$ cat config.mk
export PLATFORM = sky130hd
export DESIGN_NAME = hsl_gpio_ctrl
export DESIGN_NICKNAME = d
export VERILOG_FILES = /design/src/design/hsl_gpio_ctrl.v /design/src/design/hsl_sync.v /design/src/design/hsl_bc_tx.v
export VERILOG_INCLUDE_DIRS = /design/src /design/src/design
export SDC_FILE = /design/constraint.sdc
export NUM_CORES = 1
export LEC_CHECK = 0
export ABC_AREA = 1
export BUFFER_PORTS_ARGS = -buffer_cell sky130_fd_sc_hd__buf_2
export CAP_MARGIN = 20
export CORE_MARGIN = 5
export CORE_UTILIZATION = 66
export CTS_BUF_LIST = sky130_fd_sc_hd__clkbuf_4 sky130_fd_sc_hd__clkbuf_8
export CTS_CLUSTER_DIAMETER = 100
export DETAILED_ROUTE_END_ITERATION = 7
export PLACE_DENSITY = 0.88
export SYNTH_ARGS = -nofsm -noshare
export SYNTH_HDL_FRONTEND = slang
export SYNTH_SLANG_ARGS = --single-unit
$ cat constraint.sdc
create_clock -name sys_clk_i -period 4.8 [get_ports sys_clk_i]
set_clock_uncertainty 0.15 [all_clocks]
set_input_delay 0.96 -clock sys_clk_i [delete_from_list [all_inputs] [get_ports sys_clk_i]]
set_output_delay 0.96 -clock sys_clk_i [all_outputs]
set_load 0.02 [all_outputs]
$ cat src/design/hsl_defines.vh
`ifndef HSL_DEFINES_VH
`define HSL_DEFINES_VH

// ==========================================================
// register offsets
`define HSL_A_EXTRA_LOCAL_IO_NINE_CFG     8'h1A
`define HSL_A_LINK0_CFG     8'h1D
`define HSL_A_LINK12_CFG    8'h1E
`define HSL_A_LINK3_CFG     8'h1F
`define HSL_A_REG56_CFG     8'h20
`define HSL_A_REG78_CFG     8'h21
`define HSL_A_BC_RATE       8'h23
`define HSL_A_PORT_SEL      8'h34
`define HSL_A_FCC_CFG       8'h43
`define HSL_A_IN_LOW        8'h6E
`define HSL_A_IN_HIGH       8'h6F

// ==========================================================
// reset value of every writable register
`define HSL_REG_RESET       8'h00

// ==========================================================
// field positions
`define HSL_RATE_SEL_BIT    6
`define HSL_FAST_BC_BIT     4
`define HSL_PSEL_FIRST_BIT  0
`define HSL_PSEL_SECOND_BIT 1

// ==========================================================
// 4-bit pin configuration codes
`define HSL_CODE_OUT_LOW    4'h1
`define HSL_CODE_INPUT      4'h3
`define HSL_CODE_FWD_OUT    4'h5
`define HSL_CODE_OUT_HIGH   4'h9

// ==========================================================
// fast control channel modes
`define HSL_MODE_NORMAL4    3'h0
`define HSL_MODE_FAST1      3'h1
`define HSL_MODE_FAST2      3'h2
`define HSL_MODE_FAST4      3'h3

// ==========================================================
// back channel timing: oscillator dividers and frame shape
`define HSL_DIV_SLOW        2'h3
`define HSL_DIV_MID         2'h1
`define HSL_DIV_FAST        2'h0
`define HSL_FRAME_LAST      5'h1D
`define HSL_SPACE_NORMAL4   5'h1D
`define HSL_SPACE_FAST4     5'h04
`define HSL_SPACE_FAST2     5'h02
`define HSL_SPACE_FAST1     5'h01

`endif

$ cat src/design/hsl_gpio_ctrl.v
`timescale 1ns/10ps
`include "hsl_defines.vh"
module hsl_gpio_ctrl (
  // clock and reset
  input  wire       sys_clk_i,
  input  wire       rst_i,
  // local register access
  input  wire       loc_req_i,
  input  wire       loc_wr_i,
  input  wire [7:0] loc_addr_i,
  input  wire [7:0] loc_wdata_i,
  output wire [7:0] loc_rdata_o,
  output wire       loc_ack_o,
  // remote register access from the control channel
  input  wire       rem_req_i,
  input  wire       rem_wr_i,
  input  wire [7:0] rem_addr_i,
  input  wire [7:0] rem_wdata_i,
  output wire [7:0] rem_rdata_o,
  output wire       rem_ack_o,
  // forward link
  input  wire       link_clk_i,
  input  wire       link_two_lane_i,
  input  wire [3:0] fwd_gpio_i,
  input  wire [3:0] fwd_dgpio_i,
  input  wire       fwd_color18_i,
  output wire       color18_o,
  // strap
  input  wire       strap_mode_select_one_i,
  // standard linked pins
  input  wire [3:0] gpio_i,
  output wire [3:0] gpio_o,
  output wire [3:0] gpio_oe_o,
  // fast linked pins
  input  wire [3:0] dgpio_i,
  output wire [3:0] dgpio_o,
  output wire [3:0] dgpio_oe_o,
  // register-only pins five to eight
  input  wire [3:0] rgpio_i,
  output wire [3:0] rgpio_o,
  output wire [3:0] rgpio_oe_o,
  output wire [3:0] audio_din_o,
  // extra local pin
  input  wire       extra_local_io_nine_i,
  output wire       extra_local_io_nine_o,
  output wire       extra_local_io_nine_oe_o,
  // back channel
  output wire       bc_data_o,
  output wire       bc_bit_en_o
);
  // ========================================================
  // pin decode shared by the standard and fast groups; the register group uses drive_en only
  function drive_en;
    input [3:0] code;
    begin
      drive_en = (code == `HSL_CODE_OUT_LOW) ||
                 (code == `HSL_CODE_OUT_HIGH) ||
                 (code == `HSL_CODE_FWD_OUT);
    end
  endfunction

  function drive_val;
    input [3:0] code;
    input       fwd;
    begin
      if (code == `HSL_CODE_FWD_OUT) begin
        drive_val = fwd;
      end else begin
        drive_val = (code == `HSL_CODE_OUT_HIGH);
      end
    end
  endfunction

  // ========================================================
  // registers
  reg  [7:0] cfg9_q;
  reg  [7:0] l0_p0_q;
  reg  [7:0] l0_p1_q;
  reg  [7:0] l12_p0_q;
  reg  [7:0] l12_p1_q;
  reg  [7:0] l3_p0_q;
  reg  [7:0] l3_p1_q;
  reg  [7:0] r56_q;
  reg  [7:0] r78_q;
  reg  [7:0] rate_q;
  reg  [7:0] psel_q;
  reg  [7:0] fcc_q;
  reg        strap_done_q;
  reg  [7:0] rdata_q;
  reg        loc_ack_q;
  reg        rem_ack_q;
  reg  [7:0] rd_d;
  reg  [3:0] fwd_std_q;
  reg  [3:0] fwd_hs_q;
  reg        color18_q;
  reg        lclk_prev_q;
  reg  [3:0] gpio_q;
  reg  [3:0] gpio_oe_q;
  reg  [3:0] dgpio_q;
  reg  [3:0] dgpio_oe_q;
  reg  [3:0] rgpio_q;
  reg  [3:0] rgpio_oe_q;
  reg  [3:0] audio_q;
  reg        io9_q;
  reg        io9_oe_q;
  wire [10:0] link_s;
  wire [3:0] gpio_s;
  wire [3:0] dgpio_s;
  wire [3:0] rgpio_s;
  wire       io9_s;
  wire       strap_s;
  wire       two_lane;
  wire       lclk_s;
  wire       lclk_rise;
  wire [15:0] cfg_std;
  wire [15:0] cfg_hs;
  wire [15:0] cfg_reg;
  wire [3:0] bc_std;
  wire [3:0] bc_hs;
  wire       sel_loc;
  wire       acc;
  wire       acc_wr;
  wire [7:0] acc_addr;
  wire [7:0] acc_wdata;

  // ========================================================
  // input synchronisers
  hsl_sync #(.W(11)) u_link_sync (
    .clk_i (sys_clk_i),
    .d_i   ({link_clk_i, link_two_lane_i, fwd_color18_i,
             fwd_gpio_i, fwd_dgpio_i}),
    .q_o   (link_s)
  );

  hsl_sync #(.W(14)) u_pin_sync (
    .clk_i (sys_clk_i),
    .d_i   ({strap_mode_select_one_i, extra_local_io_nine_i,
             rgpio_i, dgpio_i, gpio_i}),
    .q_o   ({strap_s, io9_s, rgpio_s, dgpio_s, gpio_s})
  );

  assign lclk_s    = link_s[10];
  assign two_lane  = link_s[9];
  assign lclk_rise = lclk_s && !lclk_prev_q;

  // ========================================================
  // access arbitration: local wins, remote waits with req held
  assign sel_loc   = loc_req_i;
  assign acc       = loc_req_i || rem_req_i;
  assign acc_wr    = sel_loc ? loc_wr_i : rem_wr_i;
  assign acc_addr  = sel_loc ? loc_addr_i : rem_addr_i;
  assign acc_wdata = sel_loc ? loc_wdata_i : rem_wdata_i;

  // read mux; port copies return the second when both selected
  always @* begin
    rd_d = 8'h00;
    case (acc_addr)
      `HSL_A_EXTRA_LOCAL_IO_NINE_CFG:  rd_d = cfg9_q;
      `HSL_A_LINK0_CFG:
        rd_d = psel_q[`HSL_PSEL_SECOND_BIT] ? l0_p1_q : l0_p0_q;
      `HSL_A_LINK12_CFG:
        rd_d = psel_q[`HSL_PSEL_SECOND_BIT] ? l12_p1_q : l12_p0_q;
      `HSL_A_LINK3_CFG:
        rd_d = psel_q[`HSL_PSEL_SECOND_BIT] ? l3_p1_q : l3_p0_q;
      `HSL_A_REG56_CFG:  rd_d = r56_q;
      `HSL_A_REG78_CFG:  rd_d = r78_q;
      `HSL_A_BC_RATE:    rd_d = rate_q;
      `HSL_A_PORT_SEL:   rd_d = psel_q;
      `HSL_A_FCC_CFG:    rd_d = fcc_q;
      `HSL_A_IN_LOW:     rd_d = {rgpio_s[2:0], 1'b0, gpio_s};
      `HSL_A_IN_HIGH:    rd_d = {6'h00, io9_s, rgpio_s[3]};
      default:           rd_d = 8'h00;
    endcase
  end

  // register writes, strap capture and answers
  always @(posedge sys_clk_i) begin
    if (rst_i) begin
      cfg9_q       <= `HSL_REG_RESET;
      l0_p0_q      <= `HSL_REG_RESET;
      l0_p1_q      <= `HSL_REG_RESET;
      l12_p0_q     <= `HSL_REG_RESET;
      l12_p1_q     <= `HSL_REG_RESET;
      l3_p0_q      <= `HSL_REG_RESET;
      l3_p1_q      <= `HSL_REG_RESET;
      r56_q        <= `HSL_REG_RESET;
      r78_q        <= `HSL_REG_RESET;
      rate_q       <= `HSL_REG_RESET;
      psel_q       <= `HSL_REG_RESET;
      fcc_q        <= `HSL_REG_RESET;
      strap_done_q <= 1'b0;
      rdata_q      <= 8'h00;
      loc_ack_q    <= 1'b0;
      rem_ack_q    <= 1'b0;
    end else begin
      loc_ack_q <= loc_req_i;
      rem_ack_q <= rem_req_i && !loc_req_i;
      if (acc) begin
        rdata_q <= acc_wr ? 8'h00 : rd_d;
      end
      // strap loads the fast bit once, after reset release
      if (!strap_done_q) begin
        strap_done_q <= 1'b1;
        rate_q[`HSL_FAST_BC_BIT] <= strap_s;
      end
      if (acc && acc_wr) begin
        case (acc_addr)
          `HSL_A_EXTRA_LOCAL_IO_NINE_CFG: cfg9_q <= acc_wdata;
          `HSL_A_LINK0_CFG: begin
            if (psel_q[`HSL_PSEL_FIRST_BIT]) l0_p0_q <= acc_wdata;
            if (psel_q[`HSL_PSEL_SECOND_BIT]) l0_p1_q <= acc_wdata;
          end
          `HSL_A_LINK12_CFG: begin
            if (psel_q[`HSL_PSEL_FIRST_BIT]) l12_p0_q <= acc_wdata;
            if (psel_q[`HSL_PSEL_SECOND_BIT]) l12_p1_q <= acc_wdata;
          end
          `HSL_A_LINK3_CFG: begin
            if (psel_q[`HSL_PSEL_FIRST_BIT]) l3_p0_q <= acc_wdata;
            if (psel_q[`HSL_PSEL_SECOND_BIT]) l3_p1_q <= acc_wdata;
          end
          `HSL_A_REG56_CFG: r56_q  <= acc_wdata;
          `HSL_A_REG78_CFG: r78_q  <= acc_wdata;
          `HSL_A_BC_RATE:   rate_q <= acc_wdata;
          `HSL_A_PORT_SEL:  psel_q <= acc_wdata;
          `HSL_A_FCC_CFG:   fcc_q  <= acc_wdata;
          default: ;
        endcase
      end
    end
  end

  // ========================================================
  // forward link samples, taken on each link clock rise
  always @(posedge sys_clk_i) begin
    if (rst_i) begin
      lclk_prev_q <= 1'b0;
      fwd_std_q   <= 4'h0;
      fwd_hs_q    <= 4'h0;
      color18_q   <= 1'b0;
    end else begin
      lclk_prev_q <= lclk_s;
      if (lclk_rise) begin
        fwd_std_q <= link_s[7:4];
        fwd_hs_q  <= link_s[3:0];
        color18_q <= link_s[8];
      end
    end
  end

  // ========================================================
  // field layout: port copy 0 drives standard, copy 1 fast pins
  assign cfg_std = {l3_p0_q[3:0], l12_p0_q[7:4], l12_p0_q[3:0],
                    l0_p0_q[3:0]};
  assign cfg_hs  = {l3_p1_q[3:0], l12_p1_q[7:4], l12_p1_q[3:0],
                    l0_p1_q[3:0]};
  assign cfg_reg = {r78_q, r56_q};

  // per-pin drivers and back channel bits
  genvar gi;
  generate
    for (gi = 0; gi < 4; gi = gi + 1) begin : g_pin
      assign bc_std[gi] = (cfg_std[gi*4 +: 4] == `HSL_CODE_INPUT) &&
                          gpio_s[gi];
      assign bc_hs[gi]  = (cfg_hs[gi*4 +: 4] == `HSL_CODE_INPUT) &&
                          two_lane && dgpio_s[gi];

      always @(posedge sys_clk_i) begin
        if (rst_i) begin
          gpio_q[gi]     <= 1'b0;
          gpio_oe_q[gi]  <= 1'b0;
          dgpio_q[gi]    <= 1'b0;
          dgpio_oe_q[gi] <= 1'b0;
          rgpio_q[gi]    <= 1'b0;
          rgpio_oe_q[gi] <= 1'b0;
          audio_q[gi]    <= 1'b0;
        end else begin
          gpio_oe_q[gi] <= drive_en(cfg_std[gi*4 +: 4]);
          gpio_q[gi]    <= drive_val(cfg_std[gi*4 +: 4], fwd_std_q[gi]);
          // fast pins are dead outside two-lane operation
          dgpio_oe_q[gi] <= two_lane && drive_en(cfg_hs[gi*4 +: 4]);
          dgpio_q[gi]    <= two_lane &&
                            drive_val(cfg_hs[gi*4 +: 4], fwd_hs_q[gi]);
          // no forwarded data reaches the register pins
          rgpio_oe_q[gi] <= drive_en(cfg_reg[gi*4 +: 4]) &&
                            (cfg_reg[gi*4 +: 4] != `HSL_CODE_FWD_OUT);
          rgpio_q[gi]    <= (cfg_reg[gi*4 +: 4] == `HSL_CODE_OUT_HIGH);
          // pin mode takes the pin away from the audio input
          audio_q[gi] <= (cfg_reg[gi*4 +: 4] == `HSL_CODE_OUT_LOW ||
                          cfg_reg[gi*4 +: 4] == `HSL_CODE_OUT_HIGH ||
                          cfg_reg[gi*4 +: 4] == `HSL_CODE_INPUT) ?
                         1'b0 : rgpio_s[gi];
        end
      end
    end
  endgenerate

  // extra local pin, low or high only
  always @(posedge sys_clk_i) begin
    if (rst_i) begin
      io9_q    <= 1'b0;
      io9_oe_q <= 1'b0;
    end else begin
      io9_oe_q <= (cfg9_q[3:0] == `HSL_CODE_OUT_LOW) ||
                  (cfg9_q[3:0] == `HSL_CODE_OUT_HIGH);
      io9_q    <= (cfg9_q[3:0] == `HSL_CODE_OUT_HIGH);
    end
  end

  // ========================================================
  // back channel sender
  hsl_bc_tx u_bc_tx (
    .sys_clk_i   (sys_clk_i),
    .rst_i       (rst_i),
    .fast_en_i   (rate_q[`HSL_FAST_BC_BIT]),
    .rate_sel_i  (rate_q[`HSL_RATE_SEL_BIT]),
    .mode_i      (fcc_q[2:0]),
    .std_bits_i  (bc_std),
    .hs_bits_i   (bc_hs),
    .bc_data_o   (bc_data_o),
    .bc_bit_en_o (bc_bit_en_o)
  );

  assign loc_rdata_o              = rdata_q;
  assign loc_ack_o                = loc_ack_q;
  assign rem_rdata_o              = rdata_q;
  assign rem_ack_o                = rem_ack_q;
  assign color18_o                = color18_q;
  assign gpio_o                   = gpio_q;
  assign gpio_oe_o                = gpio_oe_q;
  assign dgpio_o                  = dgpio_q;
  assign dgpio_oe_o               = dgpio_oe_q;
  assign rgpio_o                  = rgpio_q;
  assign rgpio_oe_o               = rgpio_oe_q;
  assign audio_din_o              = audio_q;
  assign extra_local_io_nine_o    = io9_q;
  assign extra_local_io_nine_oe_o = io9_oe_q;
endmodule // hsl_gpio_ctrl

$ cat src/design/hsl_sync.v
`timescale 1ns/10ps
// ==========================================================
// two-flop synchroniser, no reset so straps settle during reset
module hsl_sync #(
  parameter W = 1
) (
  // clock
  input  wire         clk_i,
  // data
  input  wire [W-1:0] d_i,
  output wire [W-1:0] q_o
);
  reg [W-1:0] meta_q;
  reg [W-1:0] sync_q;

  // first stage feeds only the second stage
  always @(posedge clk_i) begin
    meta_q <= d_i;
    sync_q <= meta_q;
  end

  assign q_o = sync_q;
endmodule // hsl_sync

$ cat src/design/hsl_bc_tx.v
`timescale 1ns/10ps
`include "hsl_defines.vh"
// ==========================================================
// back channel frame sender: rate divider, sampler, shifter
module hsl_bc_tx (
  // clock and reset
  input  wire       sys_clk_i,
  input  wire       rst_i,
  // configuration
  input  wire       fast_en_i,
  input  wire       rate_sel_i,
  input  wire [2:0] mode_i,
  // sampled pin levels
  input  wire [3:0] std_bits_i,
  input  wire [3:0] hs_bits_i,
  // serial back channel
  output wire       bc_data_o,
  output wire       bc_bit_en_o
);
  reg  [1:0]  div_q;
  reg  [4:0]  pos_q;
  reg  [4:0]  scnt_q;
  reg  [23:0] samp_q;
  reg  [29:0] shreg_q;
  reg         data_q;
  reg         bit_en_q;
  reg  [1:0]  div_lim;
  reg  [4:0]  space;
  reg  [23:0] samp_d;
  wire        tick;
  wire        take;
  wire        last;

  // divider choice; the fast bit overrides the rate bit
  always @* begin
    if (fast_en_i) begin
      div_lim = `HSL_DIV_FAST;
    end else if (rate_sel_i) begin
      div_lim = `HSL_DIV_MID;
    end else begin
      div_lim = `HSL_DIV_SLOW;
    end
  end

  // sample spacing in bit times; 30-bit frame gives 1/6/10/15
  always @* begin
    case (mode_i)
      `HSL_MODE_NORMAL4: space = `HSL_SPACE_NORMAL4;
      `HSL_MODE_FAST4:   space = `HSL_SPACE_FAST4;
      `HSL_MODE_FAST2:   space = `HSL_SPACE_FAST2;
      `HSL_MODE_FAST1:   space = `HSL_SPACE_FAST1;
      default:           space = `HSL_SPACE_NORMAL4;
    endcase
  end

  assign tick = (div_q == div_lim);
  assign last = (pos_q == `HSL_FRAME_LAST);
  assign take = tick && (scnt_q == space);

  // new sample word; unused modes carry no samples
  always @* begin
    samp_d = samp_q;
    if (take) begin
      case (mode_i)
        `HSL_MODE_NORMAL4: samp_d = {samp_q[19:0], hs_bits_i};
        `HSL_MODE_FAST4:   samp_d = {samp_q[19:0], hs_bits_i};
        `HSL_MODE_FAST2:   samp_d = {samp_q[21:0], hs_bits_i[1:0]};
        `HSL_MODE_FAST1:   samp_d = {samp_q[22:0], hs_bits_i[0]};
        default:           samp_d = 24'h000000;
      endcase
    end
  end

  // divider, bit position, sampler and frame shifter
  always @(posedge sys_clk_i) begin
    if (rst_i) begin
      div_q    <= 2'h0;
      pos_q    <= 5'h00;
      scnt_q   <= 5'h00;
      samp_q   <= 24'h000000;
      shreg_q  <= 30'h00000000;
      data_q   <= 1'b0;
      bit_en_q <= 1'b0;
    end else begin
      bit_en_q <= tick;
      div_q    <= tick ? 2'h0 : div_q + 2'h1;
      if (tick) begin
        data_q <= shreg_q[29];
        pos_q  <= last ? 5'h00 : pos_q + 5'h01;
        scnt_q <= (take || last) ? 5'h00 : scnt_q + 5'h01;
        samp_q <= samp_d;
        // idle, start, four standard bits, sample payload
        if (last) begin
          shreg_q <= {1'b0, 1'b1, std_bits_i, samp_d};
        end else begin
          shreg_q <= {shreg_q[28:0], 1'b0};
        end
      end
    end
  end

  assign bc_data_o   = data_q;
  assign bc_bit_en_o = bit_en_q;
endmodule // hsl_bc_tx

; ---- Word-level counts from Yosys, hierarchy flattened
; Cells that the tools add are included.
[word_totals]
register_bits = 265
input_bits = 63
output_inout_bits = 51
wordCells = 248
[op_classes]
addsub = 3
eq_ne = 71
mux = 32
reduce_logical = 80
[op_table]
columns = op, n
row1 = 8-bit one-hot mux with 11 select lines, 1
row2 = 24-bit one-hot mux with 3 select lines, 1
row3 = "4-bit by 1-bit == test with 1-bit output, second input constant", 13
row4 = "4-bit == test, second input constant", 13
row5 = "4-bit by 2-bit == test with 1-bit output, second input constant", 12
row6 = "4-bit by 3-bit == test with 1-bit output, second input constant", 12
row7 = 8-bit 2-to-1 mux, 6
row8 = "8-bit by 5-bit == test with 1-bit output, second input constant", 4
row9 = "8-bit by 6-bit == test with 1-bit output, second input constant", 4
row10 = 1-bit logical OR, 31
row11 = 30-bit 2-to-1 mux, 1
row12 = 1-bit logical AND, 28
row13 = "8-bit by 7-bit == test with 1-bit output, second input constant", 3
row14 = 24-bit 2-to-1 mux, 1
row15 = 5-bit 2-to-1 mux, 4
row16 = 3-bit AND reduction, 6
row17 = "4-bit by 3-bit inequality test with 1-bit output, second input constant", 4
row18 = 1-bit 2-to-1 mux, 15
row19 = 5-bit one-hot mux with 3 select lines, 1
row20 = 2-bit AND reduction, 6
row21 = 2-bit OR reduction, 6
row22 = "5-bit by 1-bit adder with 5-bit output, second input constant", 2
row23 = "3-bit by 2-bit == test with 1-bit output, second input constant", 2
row24 = 5-bit == test, 1
row25 = other kinds (7), 9

; ---- Logic depth before layout (Yosys ltp)
[depth]
ltp_word = 6
ltp_mapped = 14
depth_no_buf = 11

; ---- Hierarchy
; A second synthesis with hierarchy kept.
[unflattened]
cells_unflattened = 1558
hier_area_um2 = 11400.9
[modules_own_cells]
columns = mod, n_inst, cells_per_inst, area_each_um2, seq_area_each_um2
row1 = hsl_gpio_ctrl, 1, 982, 6909.1, 2942.8
row2 = hsl_bc_tx, 1, 526, 3490.8, 1361.3
row3 = hsl_sync (u_pin_sync), 1, 28, 560.5, 560.5
row4 = hsl_sync (u_link_sync), 1, 22, 440.4, 440.4

; ---- Worst setup path before layout
; OpenSTA, ideal clock, no wires.
[synth_timing]
kind = in2reg
start = in loc_req_i
end = reg l12_p0_q[6]
setup_ns = 0.119
arrival_time_ns = 2.227
required_ns = 4.531
path_slack_ns = 2.304
path_stages = 12
n_path_buf = 2
cell_sequence = buf_6 inv_8 nand2_1 nand2_1 nand2_1 nor2_8 nand2_4 nor2_2 nand2_2 buf_4 o21ai_0 a21oi_1
[synth_via]
elab_chain_len = 3
elab_cells_between_ends = 7
cone_classes = eq/ne: 1 / mux: 3 / reduce/logical: 3
[synth_lines]
columns = item, line_no
row1 = from (decl), hsl_gpio_ctrl.v:8  ; input wire loc_req_i,
row2 = "8-bit 2-to-1 mux, or another cell as far along", hsl_gpio_ctrl.v:151  ; assign acc_addr = sel_loc ? loc_addr_i : rem_addr_i;
row3 = 8-bit by 5-bit == test with 1-bit output or 1-bit logical AND (tied branches), "hsl_gpio_ctrl.v:207, hsl_gpio_ctrl.v:206"
row4 = 3-bit AND reduction (no line), --
row5 = to (signal assigned), hsl_gpio_ctrl.v:182  ; l12_p0_q <= `HSL_REG_RESET;
row6 = to (signal assigned), hsl_gpio_ctrl.v:214  ; if (psel_q[`HSL_PSEL_FIRST_BIT]) l12_p0_q <= acc_wdata;
row7 = to (decl), hsl_gpio_ctrl.v:79  ; reg [7:0] l12_p0_q;
; Several ways; a longest one is shown, not always the timed one.
; A chain may end at the register's enable or synchronous reset.

; ---- Worst setup path after layout
[layout_timing]
start = reg fcc_q[1]
end = reg u_bc_tx.shreg_q[1]
[layout_via]
elab_chain_len = 6
elab_cells_between_ends = 11
cone_classes = eq/ne: 4 / mux: 4 / reduce/logical: 3
[layout_lines]
columns = item, line_no
row1 = from (decl), hsl_gpio_ctrl.v:87  ; reg [7:0] fcc_q;
row2 = from (signal assigned), hsl_gpio_ctrl.v:190  ; fcc_q <= `HSL_REG_RESET;
row3 = from (signal assigned), hsl_gpio_ctrl.v:225  ; `HSL_A_FCC_CFG: fcc_q <= acc_wdata;
row4 = 3-bit by 1-bit == test with 1-bit output or 3-bit by 2-bit == test with 1-bit output (tied branches), "hsl_bc_tx.v:47, hsl_bc_tx.v:64"
row5 = 5-bit one-hot mux with 3 select lines, hsl_bc_tx.v:47  ; case (mode_i)
row6 = 5-bit == test, hsl_bc_tx.v:58  ; assign take = tick && (scnt_q == space);
row7 = 1-bit logical AND, hsl_bc_tx.v:58
row8 = 24-bit 2-to-1 mux (*), hsl_bc_tx.v:63  ; if (take) begin
row9 = 30-bit 2-to-1 mux (*), hsl_bc_tx.v:93  ; if (last) begin
row10 = to (signal assigned), hsl_bc_tx.v:94  ; shreg_q <= {1'b0, 1'b1, std_bits_i, samp_d};
row11 = to (signal assigned), hsl_bc_tx.v:96  ; shreg_q <= {shreg_q[28:0], 1'b0};
row12 = to (decl), hsl_bc_tx.v:24  ; reg [29:0] shreg_q;
; Mark *: on every way between the ends. The rest lies on a longest branch, timed or not.

==> results.py <==
metrics = {
    "clocking": {
        "cts-root-buf": "clkbuf_8",
        "cts_tree": "built",
        "cts_hold_buf": 0,
        "cts_resized": 0,
        "clkTransAtPathRegs_ns": 0.07,
        "clock_latency_ns": 0.54,
        "numCtsBuffers": 41,
        "ctsLongestPathBuffers": 3,
        "cts.htree.levels": 2,
        "cts_setup_buffers": 0,
        "clock_sinks": 265,
    },
    "setup_path": {
        "critPathSlowestCell": "nand2_1",
        "crit_type": "reg2reg",
        "worst_ep_required_time_ns": 5.08,
        "cp_slowest_stage_delay_ns": 0.49,
        "crit_chain": "inv_1, nor2_1, nand2_1, nand2_1, a22oi_2, nor2_1, nand2_4, inv_4, nand2_1, nand3_1, nand3_1",
        "arrival_ns": 3.12,
        "crit_top_cell": "nand2_1",
        "crit_fanout": 25,
        "start_kind": "register",
        "critPathCaptureType": "register",
    },
    "grt": {
        "grt_pass1_wl_um": 46600,
        "antenna_found_initial": 1,
        "grt_max_degree": 68,
        "gr-total-overflow": 0,
        "grt_pass1_vias": 9831,
        "grtUsageTotal_pct": 28.3,
    },
    "synthesis": {
        "syn-cell-area_um2": 11200,
        "synth.largest_area_cell": "dfxtp_1",
        "synth_edf_count": 0,
        "yosysSeqAreaShare_pct": 47.4,
        "syn_inst": 1500,
        "synth_nets": 1566,
        "avgSynthCellArea_um2": 7.46,
        "synth.distinct_cells": 42,
        "synth_area_leaders": "dfxtp_1, nand2_1, nand3_1, a21oi_1, o21ai_0",
        "postSynth.asyncResetShare_pct": 0,
        "ys_seq_elements": 265,
        "yosys_warnings": 0,
        "ys.flop_type": "dfxtp_1",
        "synth_top_area_share_pct": 47.4,
    },
    "worst_hold_path": {
        "hp-class": "reg2reg",
    },
    "floorplan": {
        "die_y_um": 140,
        "dieArea_um2": 19700,
        "core_um2": 16600,
        "pin_count": 114,
        "initial_core_util_pct": 67.5,
        "fp.dieW_um": 140,
        "row_count": 47,
    },
    "pwr": {
        "peakVddDrop_v": 0.000240,
        "finalPower_w": 0.00464,
        "p_leak_nw": 5.29,
        "p_per_area_nw_per_um2": 370,
    },
    "layout": {
        "fin_cells": 1827,
        "nets": 1644,
        "diodes": 0,
        "drive_gt1_share_pct": 16.1,
        "post-route-util_pct": 75.8,
        "syn_to_final_growth_pct": 12.3,
    },
    "route": {
        "drt_iter0_markers": 928,
        "drc": 0,
        "vias": 10322,
        "ant_nets": 0,
        "vias_per_cell": 5.65,
        "avgRoutedWirePerCell_um": 15.5,
        "dr.pass1.iters": 8,
        "wl_um": 28300,
    },
    "sta": {
        "achievable-frequency_mhz": 352,
        "slew-limit-headroom_pct": 32.5,
        "finalMaxSlewViolations": 0,
        "worst_pin_slew_ns": 1.01,
        "setup_tns_ns": 0,
        "setup_violations": 0,
        "hold_viol_final": 0,
        "rsz0062_at_grt": "false",
        "fin_crit_sh_pct": 59.2,
        "worst_slack_ns": 1.96,
        "period_needed_ns": 2.84,
    },
    "status": {
        "status": "complete, no violations",
    },
    "placed_design": {
        "dpl.cell_count": 1755,
        "place_ws_ns": 1.49,
        "gp_congestion": 0.936,
        "post-dp-hpwl_um": 19000,
        "io_buffer_count": 113,
    },
    "job": {
        "max-cap-violations": 0,
    },
}
[report_power, final]
group | switching [W] | leakage (nW) | internal [W] | total (W)
Combinational | 0.000174 | 2.63 | 0.0000645 | 0.000239
Clock | 0.000878 | 0.497 | 0.00127 | 0.00214
Sequential | 0.0000226 | 2.16 | 0.00224 | 0.00226
Total | 0.00107 | 5.29 | 0.00357 | 0.00464
[layout by cell type (no fill, tap or decap), types with 4 or more instances in the layout]
master	instances
a21oi_1	141
buf_2	113
buf_4	4
bufinv_16	4
clkbuf_4	9
clkbuf_8	52
clkinv_2	4
dfxtp_1	265
inv_1	144
inv_2	8
nand2_1	303
nand2_2	21
nand2_4	7
nand3_1	157
nand3b_1	4
nand4_1	11
nor2_1	116
nor2_2	12
nor2_4	11
nor3_1	9
nor4_1	10
o21ai_0	127
o21ai_1	13
o22ai_1	27
xor2_1	6
[critical path, delay by kind of cell, from the launching register on]
family          cells  cell delay [ns]
buf+inv             2             0.41
flops               1             0.40
compound gates      1             0.10
simple gates        8             1.66
[state kept, by name, indices dropped and copies added (netlist names), 5 cells and up]
signal,count
l3_p0_q,8
u_link_sync.q_o,11
l0_p1_q,8
r56_q,8
u_bc_tx.pos_q,5
u_bc_tx.scnt_q,5
u_bc_tx.samp_q,24
l3_p1_q,8
u_pin_sync.q_o,14
cfg9_q,8
u_pin_sync.meta_q,14
u_bc_tx.shreg_q,30
rate_q,8
l0_p0_q,8
r78_q,8
u_link_sync.meta_q,11
fcc_q,8
l12_p0_q,8
l12_p1_q,8
loc_rdata_o,8
psel_q,8
[metrics by stage]
stage / instance area, um2 / hold slack, ns
2_1_floorplan: 11200 / 0.160
3_3_place_gp: 11600 / 0.160
3_5_place_dp: 11600 / 0.162
4_1_cts: 12600 / 0.171
5_1_grt: 12600 / 0.183
6_report: 12600 / 0.167
[logic make-up after synthesis]
family                   synth area share [%]
AND/OR/NAND/NOR                          27.4
AO/OA/AOI/OAI                            14.7
flip-flops                               47.4
buffers and inverters                    9.23
XOR/XNOR                                0.705
adder cells (fa/ha/maj)                 0.336
multiplexers                            0.179
[worst paths after layout]
kind,cells past startpoint,startpoint,end,slack [ns]
worst min-delay path,0,u_pin_sync.meta_q[11],u_pin_sync.q_o[11],0.17
worst max-delay path,11,fcc_q[1],u_bc_tx.shreg_q[1],1.96
worst max register to register,11,fcc_q[1],u_bc_tx.shreg_q[1],1.96
worst min register to register,0,u_pin_sync.meta_q[11],u_pin_sync.q_o[11],0.17
[routing by layer]
metal  up-vias  global-route usage (%)  wire [um]
met5         -                       0         13
li1       5054                       -          -
met4         2                    10.1        795
met2       486                    47.1      13300
met3        82                    7.02       2760
met1      4698                    35.7      11400
[synth_stat cells (all sizes together) (9+ instances only)]
library cell / n
a21oi: 142
buf: 40
clkbuf: 42
dfxtp: 265
inv: 154
nand2: 331
nand3: 160
nand4: 12
nor2: 141
nor3: 9
nor4: 10
o21ai: 140
o22ai: 27
[area by class of cell]
type	count	area [um2]
Timing Repair Buffer	117	596
Multi-Input combinational cell	998	4850
Clock buffer	61	783
Sequential cell	265	5310
Clock inverter	11	165
Tap cell	220	275
Fill cell	1221	4020
Inverter	155	592
(Power assumes the default switching activity.)
